--- src/logic/mac_pkg.sv ---
// Constants shared by the MAC gap timer and receive alignment statistics
package mac_pkg;

    // ------------------------------------------------------------------
    // Register bus geometry, counter and field widths
    // ------------------------------------------------------------------
    localparam int          DATA_W       = 32;
    localparam int          ADDR_W       = 8;
    localparam int          CNT_W        = 16;
    localparam int          GAP_W        = 7;
    localparam int          NIB_W        = 8;

    // ------------------------------------------------------------------
    // Register offsets; the alignment and gap groups have set, clear and invert aliases
    // ------------------------------------------------------------------
    localparam logic [7:0]  ALIGN_OFS    = 8'h00;
    localparam logic [7:0]  GAP_OFS      = 8'h10;
    localparam logic [7:0]  CTRL_OFS     = 8'h20;
    localparam logic [7:0]  IRQ_STAT_OFS = 8'h24;
    localparam logic [7:0]  IRQ_MASK_OFS = 8'h28;
    localparam logic [7:0]  CLR_OFS      = 8'h04;
    localparam logic [7:0]  SET_OFS      = 8'h08;
    localparam logic [7:0]  INV_OFS      = 8'h0c;

    // ------------------------------------------------------------------
    // Field positions and values after reset
    // ------------------------------------------------------------------
    localparam logic [6:0]  GAP_RESET    = 7'h12;
    localparam logic [15:0] CNT_RESET    = 16'h0000;
    localparam int          CTRL_FD_BIT  = 0;
    localparam logic [0:0]  CTRL_RESET   = 1'h0;
    localparam int          EV_ALIGN_BIT = 0;
    localparam int          EV_GAP_BIT   = 1;
    localparam int          EV_W         = 2;
    localparam logic [1:0]  EV_RESET     = 2'h0;

    // ------------------------------------------------------------------
    // Gap adders in nibble times, and the alignment test modulus
    // ------------------------------------------------------------------
    localparam logic [7:0]  FD_GAP_ADD   = 8'h03;
    localparam logic [7:0]  HD_GAP_ADD   = 8'h06;
    localparam int          ALIGN_BITS   = 8;
    localparam int          LEN_LSB_W    = 3;

    // Legal byte-enable patterns: one word or one aligned half-word
    localparam logic [3:0]  BE_WORD      = 4'hf;
    localparam logic [3:0]  BE_LO_HALF   = 4'h3;
    localparam logic [3:0]  BE_HI_HALF   = 4'hc;

    // Write flavours of a register group
    typedef enum logic [3:0] {
        WR_DIRECT = 4'b0001,
        WR_CLR    = 4'b0010,
        WR_SET    = 4'b0100,
        WR_INV    = 4'b1000
    } wr_op_t;

endpackage

--- src/logic/core_if.sv ---
// Internal bundle between the register front end, counter and gap timer
interface core_if;
    import mac_pkg::*;

    logic             cnt_inc;
    logic             cnt_rd_clear;
    logic             cnt_wr_en;
    logic [CNT_W-1:0] cnt_wr_val;
    logic [CNT_W-1:0] cnt_value;
    logic [GAP_W-1:0] gap_field;
    logic             full_duplex;
    logic             frame_end;
    logic             nibble_tick;
    logic             gap_open;

    modport ctr (input cnt_inc, cnt_rd_clear, cnt_wr_en, cnt_wr_val, output cnt_value);
    modport gap (input gap_field, full_duplex, frame_end, nibble_tick, output gap_open);
    modport top (output cnt_inc, cnt_rd_clear, cnt_wr_en, cnt_wr_val,
                 output gap_field, full_duplex, frame_end, nibble_tick,
                 input cnt_value, gap_open);
endinterface

--- src/logic/align_err_counter.sv ---
// Receive alignment error counter with clear-on-read
module align_err_counter (
    input  wire logic clk_i,
    input  wire logic reset_i,
    input  wire logic ce_i,
    core_if.ctr       bus
);
    import mac_pkg::*;

    logic [CNT_W-1:0] count_reg;
    logic [CNT_W-1:0] count_next;
    logic [CNT_W-1:0] base;

    // ------------------------------------------------------------------
    // Next count
    // ------------------------------------------------------------------
    // A frame counted in the same cycle as the clearing read survives as 1,
    // since the read returned the old total without it
    assign base       = bus.cnt_wr_en    ? bus.cnt_wr_val :
                        bus.cnt_rd_clear ? CNT_RESET      : count_reg;
    // Plain modulo add: all ones rolls to zero and nothing else is flagged
    assign count_next = base + {{(CNT_W-1){1'b0}}, bus.cnt_inc};

    // Count storage
    always_ff @(posedge clk_i or posedge reset_i) begin
        if (reset_i) begin
            count_reg <= CNT_RESET;
        end else if (ce_i) begin
            count_reg <= count_next;
        end
    end

    assign bus.cnt_value = count_reg;
endmodule

--- src/logic/tx_gap_timer.sv ---
// Back-to-back interpacket gap timer for the transmitter
module tx_gap_timer (
    input  wire logic clk_i,
    input  wire logic reset_i,
    input  wire logic ce_i,
    core_if.gap       bus
);
    import mac_pkg::*;

    logic [NIB_W-1:0] nib_reg;
    logic [NIB_W-1:0] nib_next;
    logic [NIB_W-1:0] target;
    logic             open_reg;
    logic             open_next;

    // ------------------------------------------------------------------
    // Gap target in nibble times
    // ------------------------------------------------------------------
    // Field is an offset: full duplex adds 3, half duplex adds 6
    assign target = {1'b0, bus.gap_field}
                  + (bus.full_duplex ? FD_GAP_ADD : HD_GAP_ADD);

    // Nibbles since end of packet; saturates so a long idle stays open
    assign nib_next  = bus.frame_end ? '0 :
                       (bus.nibble_tick && nib_reg != '1) ? nib_reg + 8'h01 : nib_reg;
    // Once open it stays open until the next end, so a field rewrite cannot reclose it
    assign open_next = !bus.frame_end && (open_reg || nib_next >= target);

    // Timer state; the line counts as long idle after reset
    always_ff @(posedge clk_i or posedge reset_i) begin
        if (reset_i) begin
            nib_reg  <= '1;
            open_reg <= 1'b1;
        end else if (ce_i) begin
            nib_reg  <= nib_next;
            open_reg <= open_next;
        end
    end

    assign bus.gap_open = open_reg;
endmodule

--- src/logic/mac_ipg_stats.sv ---
// MAC slice: register front end, alignment statistics and transmit gap timing
//
// Added by the designer: the placing of the registers and the strobed register port.
import mac_pkg::*;

module mac_ipg_stats (
    input  wire logic                          clk_i,
    input  wire logic                          reset_i,
    input  wire logic                          ce_i,
    input  wire logic [mac_pkg::ADDR_W-1:0]    addr_i,
    input  wire logic [mac_pkg::DATA_W-1:0]    wdata_i,
    input  wire logic [3:0]                    be_i,
    input  wire logic                          wr_i,
    input  wire logic                          rd_i,
    output logic      [mac_pkg::DATA_W-1:0]    rdata_o,
    output logic                               irq_o,
    input  wire logic                          rx_frame_done_i,
    input  wire logic                          rx_fcs_bad_i,
    input  wire logic [mac_pkg::LEN_LSB_W-1:0] rx_len_bits_i,
    input  wire logic                          tx_frame_end_i,
    input  wire logic                          nibble_tick_i,
    output logic                               tx_gap_open_o
);
    import mac_pkg::*;

    // ------------------------------------------------------------------
    // Write merge helper, shared by every register group except the interrupt status
    // ------------------------------------------------------------------
    function automatic logic [DATA_W-1:0] merge_write(
        input logic [DATA_W-1:0] old,
        input logic [DATA_W-1:0] data,
        input logic [3:0]        be,
        input wr_op_t            op
    );
        logic [DATA_W-1:0] mask;
        logic [DATA_W-1:0] bits;
        mask = {{8{be[3]}}, {8{be[2]}}, {8{be[1]}}, {8{be[0]}}};
        bits = data & mask;
        case (op)
            WR_CLR:  merge_write = old & ~bits;
            WR_SET:  merge_write = old | bits;
            WR_INV:  merge_write = old ^ bits;
            default: merge_write = (old & ~mask) | bits;
        endcase
    endfunction

    // Alias offset within a 16-byte group to a write flavour
    function automatic wr_op_t alias_op(input logic [ADDR_W-1:0] addr);
        logic [7:0] low;
        low = {4'h0, addr[3:0]};
        if (low == CLR_OFS) begin
            alias_op = WR_CLR;
        end else if (low == SET_OFS) begin
            alias_op = WR_SET;
        end else if (low == INV_OFS) begin
            alias_op = WR_INV;
        end else begin
            alias_op = WR_DIRECT;
        end
    endfunction

    // ------------------------------------------------------------------
    // Registers and internal wires
    // ------------------------------------------------------------------
    logic [GAP_W-1:0]  gap_field_reg;
    logic [GAP_W-1:0]  gap_field_next;
    logic [0:0]        ctrl_reg;
    logic [0:0]        ctrl_next;
    logic [EV_W-1:0]   irq_stat_reg;
    logic [EV_W-1:0]   irq_stat_next;
    logic [EV_W-1:0]   irq_mask_reg;
    logic [EV_W-1:0]   irq_mask_next;
    logic [DATA_W-1:0] rdata_reg;
    logic [DATA_W-1:0] rdata_next;
    logic              irq_reg;
    logic              irq_next;
    logic              gap_open_d_reg;

    logic              sel_align;
    logic              sel_gap;
    logic              sel_ctrl;
    logic              sel_stat;
    logic              sel_mask;
    logic              be_legal;
    logic              wr_ok;
    logic              rd_ok;
    wr_op_t            op;
    logic [DATA_W-1:0] align_word;
    logic [DATA_W-1:0] gap_word;
    logic [DATA_W-1:0] ctrl_word;
    logic [DATA_W-1:0] stat_word;
    logic [DATA_W-1:0] mask_word;
    logic [DATA_W-1:0] read_mux;
    logic [DATA_W-1:0] align_merged;
    logic [DATA_W-1:0] gap_merged;
    logic [DATA_W-1:0] ctrl_merged;
    logic [DATA_W-1:0] mask_merged;
    logic              align_event;
    logic              gap_event;
    logic [EV_W-1:0]   events;
    logic [EV_W-1:0]   stat_clear;

    core_if core ();

    // ------------------------------------------------------------------
    // Address decode; the alignment and gap groups span base plus three aliases, the others one word each
    // ------------------------------------------------------------------
    always_comb begin
        sel_align = 1'b0;
        sel_gap   = 1'b0;
        sel_ctrl  = 1'b0;
        sel_stat  = 1'b0;
        sel_mask  = 1'b0;
        if (addr_i[7:4] == ALIGN_OFS[7:4]) begin
            sel_align = 1'b1;
        end else if (addr_i[7:4] == GAP_OFS[7:4]) begin
            sel_gap = 1'b1;
        end else if (addr_i == CTRL_OFS) begin
            sel_ctrl = 1'b1;
        end else if (addr_i == IRQ_STAT_OFS) begin
            sel_stat = 1'b1;
        end else if (addr_i == IRQ_MASK_OFS) begin
            sel_mask = 1'b1;
        end
    end

    // ------------------------------------------------------------------
    // Access width qualification
    // ------------------------------------------------------------------
    // Byte-wide accesses are dropped whole: no store, no clear, zero data.
    // Only word and aligned half-word patterns pass.
    assign be_legal = (be_i == BE_WORD) || (be_i == BE_LO_HALF)
                   || (be_i == BE_HI_HALF);
    assign wr_ok    = wr_i && be_legal;
    assign rd_ok    = rd_i && be_legal;
    assign op       = alias_op(addr_i);

    // ------------------------------------------------------------------
    // Register images as software sees them
    // ------------------------------------------------------------------
    // Upper half of the statistics word is not implemented
    assign align_word = {{(DATA_W-CNT_W){1'b0}}, core.cnt_value};
    assign gap_word   = {{(DATA_W-GAP_W){1'b0}}, gap_field_reg};
    assign ctrl_word  = {{(DATA_W-1){1'b0}}, ctrl_reg};
    assign stat_word  = {{(DATA_W-EV_W){1'b0}}, irq_stat_reg};
    assign mask_word  = {{(DATA_W-EV_W){1'b0}}, irq_mask_reg};

    // Read selection; unmapped offsets read as zero
    assign read_mux = !rd_ok    ? '0         :
                      sel_align ? align_word :
                      sel_gap   ? gap_word   :
                      sel_ctrl  ? ctrl_word  :
                      sel_stat  ? stat_word  :
                      sel_mask  ? mask_word  : '0;

    // ------------------------------------------------------------------
    // Write merging: alignment and gap through direct, clear, set and invert flavours, control and mask direct only
    // ------------------------------------------------------------------
    assign align_merged = merge_write(align_word, wdata_i, be_i, op);
    assign gap_merged   = merge_write(gap_word, wdata_i, be_i, op);
    assign ctrl_merged  = merge_write(ctrl_word, wdata_i, be_i, WR_DIRECT);
    assign mask_merged  = merge_write(mask_word, wdata_i, be_i, WR_DIRECT);

    // ------------------------------------------------------------------
    // Counter hookup
    // ------------------------------------------------------------------
    // Only the receive path feeds the counter; the transmit end-of-packet
    // strobe goes to the gap timer alone
    assign align_event       = rx_frame_done_i && rx_fcs_bad_i
                             && (rx_len_bits_i != '0);
    assign core.cnt_inc      = align_event;
    // A read with both low byte lanes off leaves the count alone
    assign core.cnt_rd_clear = rd_ok && sel_align && (be_i[1:0] != 2'b00);
    assign core.cnt_wr_en    = wr_ok && sel_align;
    assign core.cnt_wr_val   = align_merged[CNT_W-1:0];

    // ------------------------------------------------------------------
    // Gap timer hookup
    // ------------------------------------------------------------------
    assign core.gap_field   = gap_field_reg;
    assign core.full_duplex = ctrl_reg[CTRL_FD_BIT];
    assign core.frame_end   = tx_frame_end_i;
    assign core.nibble_tick = nibble_tick_i;

    align_err_counter u_counter (
        .clk_i   (clk_i),
        .reset_i (reset_i),
        .ce_i    (ce_i),
        .bus     (core.ctr)
    );

    tx_gap_timer u_gap (
        .clk_i   (clk_i),
        .reset_i (reset_i),
        .ce_i    (ce_i),
        .bus     (core.gap)
    );

    // ------------------------------------------------------------------
    // Interrupt events and sticky status
    // ------------------------------------------------------------------
    // Gap event marks the moment the transmitter may start again
    assign gap_event = core.gap_open && !gap_open_d_reg;
    assign events    = {gap_event, align_event};
    assign stat_clear = (wr_ok && sel_stat) ? wdata_i[EV_W-1:0] : '0;
    // Hardware set wins over a write-one clear in the same cycle
    assign irq_stat_next = (irq_stat_reg & ~stat_clear) | events;
    assign irq_next      = |(irq_stat_next & irq_mask_next);

    // ------------------------------------------------------------------
    // Next values of the software registers
    // ------------------------------------------------------------------
    assign gap_field_next = (wr_ok && sel_gap)  ? gap_merged[GAP_W-1:0]  : gap_field_reg;
    assign ctrl_next      = (wr_ok && sel_ctrl) ? ctrl_merged[0:0]       : ctrl_reg;
    assign irq_mask_next  = (wr_ok && sel_mask) ? mask_merged[EV_W-1:0]  : irq_mask_reg;
    // Read data stand only in the cycle after the strobe
    assign rdata_next     = read_mux;

    // Configuration registers
    always_ff @(posedge clk_i or posedge reset_i) begin
        if (reset_i) begin
            gap_field_reg <= GAP_RESET;
            ctrl_reg      <= CTRL_RESET;
            irq_mask_reg  <= EV_RESET;
        end else if (ce_i) begin
            gap_field_reg <= gap_field_next;
            ctrl_reg      <= ctrl_next;
            irq_mask_reg  <= irq_mask_next;
        end
    end

    // Status, interrupt line and read data; every output but tx_gap_open_o leaves from here
    always_ff @(posedge clk_i or posedge reset_i) begin
        if (reset_i) begin
            irq_stat_reg   <= EV_RESET;
            irq_reg        <= 1'b0;
            rdata_reg      <= '0;
            gap_open_d_reg <= 1'b1;
        end else if (ce_i) begin
            irq_stat_reg   <= irq_stat_next;
            irq_reg        <= irq_next;
            rdata_reg      <= rdata_next;
            gap_open_d_reg <= core.gap_open;
        end
    end

    // ------------------------------------------------------------------
    // Outputs
    // ------------------------------------------------------------------
    assign rdata_o       = rdata_reg;
    assign irq_o         = irq_reg;
    assign tx_gap_open_o = core.gap_open;

endmodule

--- config.mk ---
export PLATFORM = sky130hd
export DESIGN_NAME = mac_ipg_stats
export DESIGN_NICKNAME = d
export VERILOG_FILES = /design/src/logic/mac_pkg.sv /design/src/logic/core_if.sv /design/src/logic/align_err_counter.sv /design/src/logic/tx_gap_timer.sv /design/src/logic/mac_ipg_stats.sv
export SDC_FILE = /design/constraint.sdc
export NUM_CORES = 1
export LEC_CHECK = 0
export BUFFER_PORTS_ARGS = -buffer_cell sky130_fd_sc_hd__buf_2
export CORE_MARGIN = 3
export CORE_UTILIZATION = 55
export DETAILED_ROUTE_END_ITERATION = 16
export GPL_ROUTABILITY_DRIVEN = 0
export PLACE_DENSITY = 0.88
export SYNTH_ARGS = -nofsm -noshare
export SYNTH_HDL_FRONTEND = slang
export SYNTH_SLANG_ARGS = --single-unit
--- constraint.sdc ---
create_clock -name clk_i -period 6.3 [get_ports clk_i]
set_clock_uncertainty 0.2 [all_clocks]
set_input_delay 0 -clock clk_i [delete_from_list [all_inputs] [get_ports clk_i]]
set_output_delay 0 -clock clk_i [all_outputs]
set_load 0.02 [all_outputs]
==> results.py <==
metrics = {
    "synthesis": {
        "post_synth_most_frequent_cells": "sky130_fd_sc_hd__nand2_1 (59), sky130_fd_sc_hd__o21ai_0 (45), sky130_fd_sc_hd__dfrtp_1 (43)",
        "netlist.top_cell.by_area": "sky130_fd_sc_hd__dfrtp_1",
        "postSynthRegisterBits": 55,
        "yosysSeqAreaShare_pct": 29.3,
        "synth-edff-count": 0,
        "asyncSetResetFlopFracSynth_pct": 100,
        "netlist-cell-type-count": 75,
        "syn_avg_cell_area_um2": 8.70,
        "leading_cell_type_by_number_of_instances_after_synthesis": "sky130_fd_sc_hd__nand2_1",
        "yosysWarningCount": 0,
        "post_synth_instance_area_mm2": 0.00475,
        "synthFlopType": "sky130_fd_sc_hd__dfrtp_1",
        "synth_top_cell_area_share_pct": 22.6,
        "post_synth_inst_count": 546,
        "synth.area.top_cells": "sky130_fd_sc_hd__dfrtp_1 (23%), sky130_fd_sc_hd__ha_1 (9.7%), sky130_fd_sc_hd__dfstp_2 (6.6%)",
    },
    "pwr": {
        "total_power_mw": 1.06,
        "power_density_mw_per_mm2": 202,
        "power.leakage_nw": 2.25,
        "peakVddDrop_v": 0.0000986,
    },
    "drt": {
        "post_drt_wl_per_cell_um": 17.2,
        "postRouteWirelength_um": 12100,
        "drt_first_pass_iters": 5,
        "drtAntennaViolNets": 0,
        "number_of_drc_violations_after_detailed_routing_iteration_0": 427,
        "dr_total_vias": 4488,
        "via_per_inst": 6.36,
        "post-route-drc-count": 0,
    },
    "critical_path": {
        "crit_path_start_kind": "primary input",
        "critical-path-slowest-cell": "sky130_fd_sc_hd__o211ai_1",
        "crit_path_max_incr_delay_ns": 0.93,
        "critical_path_class": "in2reg",
        "timing.critical_path.cells": "dlygate4sd3_1 > buf_2 > o21a_1 > o211ai_1 > o21ai_0 > o21ai_0 > ha_1 > ha_1 > o221ai_2 > a21oi_4 > nand4bb_2 > a22o_1 > a31o_1",
        "worst-path-max-fanout": 14,
        "crit_arrival_ns": 3.61,
        "worst_setup_path_end_kind": "flop",
        "required_worst_endpoint_ns": 6.33,
    },
    "clocking": {
        "h_tree_depth": 2,
        "cts_root_buffer": "sky130_fd_sc_hd__clkbuf_8",
        "clock_transition_time_at_the_flip_flop_clock_pins_of_the_worst_setup_and_hold_paths_ns": 0.11,
        "clock_sink_count": 55,
        "holdBufCountCts": 11,
        "tritoncts": "done",
        "post_cts.repair.setup_buffers": 0,
        "post_cts_resize_count": 0,
        "maximum_root_to_sink_buffer_count": 2,
        "worstSkewPairLatency_ns": 0.32,
        "cts-buffers-inserted": 5,
    },
    "cells_and_area": {
        "antenna_cells_inserted": 0,
        "area_delta_synth_final_pct": 11.0,
        "final_cells": 706,
        "nNetsFinal": 693,
        "final_layout_size_suffix_gt1_share_pct": 20.3,
    },
    "timing": {
        "rsz_0062_raised_after_global_routing": "false",
        "report.final.slew_viol_count": 0,
        "setup_viol": 0,
        "hold_violations": 0,
        "final_min_period_over_clock_period_pct": 56.9,
        "fin_setup_tns_ns": 0,
        "post-route-min-period_ns": 3.59,
        "slew-limit-headroom_pct": 21.2,
        "worstMarginPinSlew_ns": 1.18,
        "max_freq_mhz": 279,
    },
    "global_routing": {
        "maximum_number_of_pins_on_one_net_before_global_route_repair": 56,
        "grt_antenna_before_repair": 0,
        "grt.overflow.total": 0,
        "grt_use_total_pct": 25.3,
        "grt_pass1_wl_um": 20500,
        "grt_pass1_vias": 4454,
    },
    "floorplan": {
        "floorplan.die.width_um": 98.9,
        "design.die.area_mm2": 0.00979,
        "placementRows": 33,
        "initial_core_util_pct": 57.2,
        "core_area_mm2": 0.00830,
        "floorplan.die.height_um": 98.9,
        "pin_count": 90,
    },
    "min_path": {
        "hold_path_class": "in2reg",
    },
    "flow_run": {
        "max-cap-violations": 0,
    },
    "status": {
        "outcome": "finished clean",
    },
    "placed_design": {
        "hpwlAfterDp_um": 8840,
        "dpl.cell_count": 687,
        "numPortBuffers": 57,
    },
}
logic make-up after synthesis:
| kind of cell | after synthesis | share of synthesized area, % |
|---|---|---|
| xor+xnor | 15 | 2.77 |
| other cells | 1 | 0.0789 |
| simple gates | 179 | 20.9 |
| fa+ha+maj | 37 | 9.74 |
| flops | 55 | 29.3 |
| compound gates | 167 | 24.4 |
| mux | 27 | 6.11 |
| buf+inv | 65 | 6.69 |
power by group:
part	leakage (nW)	internal, mW	switching [mW]	total, mW
Sequential	0.666	0.393	0.0558	0.449
Combinational	1.52	0.139	0.196	0.334
Clock	0.0654	0.159	0.122	0.281
worst max-delay path, delay by kind of cell:
kind	cells	cell delay [ns]
and+or+nand+nor	1	0.20
adders and majority gates	2	0.46
AOI/OAI and AO/OA	8	2.26
buffers and inverters	2	0.68
per-layer routing:
layer / share of wire (%) / GRT usage, %
met1: 41 / 31.6
met2: 48 / 42.8
met3: 6.9 / 4.10
met4: 3.3 / 11.8
met5: 0 / 0
worst paths after layout:
path,start,end,slack (ns),depth (start not counted)
max,rd_i,u_counter.bus.cnt_value[10],2.71,13
min,wdata_i[3],core.gap_field[3],0.03,4
max reg2reg,u_gap.nib_reg[0],u_gap.bus.gap_open,2.98,14
min reg2reg,irq_o,irq_o,0.29,1
max in group asynchronous,reset_i,irq_stat_reg[0],5.21,4
min in group asynchronous,reset_i,u_counter.bus.cnt_value[14],0.22,4
per-stage QoR:
stage | hold WS [ns] | utilization (%) | setup WS, ns | area [um^2]
finish | 0.0251 | 63.5 | 2.71 | 5270
global route | 0.0523 | 63.5 | 2.51 | 5270
CTS | 0.0106 | 63.5 | 2.81 | 5270
detailed placement | 0.0510 | 60.6 | 2.58 | 5030
global placement | 0.0399 | 60.6 | 2.66 | 5030
floorplan | -0.0832 | - | 3.24 | 4810
cell usage in the layout, fill, tap and decap left out, drive strengths merged, types with 10 or more instances in the layout:
cell type	netlist	layout
mux2i	11	11
xor2	10	10
nor2b	21	21
nand3	10	10
dlygate4sd3	0	11
dfstp	12	12
ha	37	37
o21ai	47	47
nor3	17	17
inv	24	24
conb	1	16
mux2	16	16
a22oi	14	14
buf	23	61
nor2	25	25
nand2	61	61
a22o	18	18
a21oi	35	35
dfrtp	43	43
cell type report:
| type | instances | area [um^2] |
|---|---|---|
| clock buffers | 6 | 72.6 |
| inverters | 25 | 93.8 |
| multi-input cells | 441 | 3100 |
| flip-flops and latches | 55 | 1390 |
| repair buffers | 72 | 425 |
| clock inverters | 2 | 60.1 |
| fillers | 688 | 3030 |
| well taps | 105 | 131 |
Note: power is estimated with default switching activity, not from simulation.
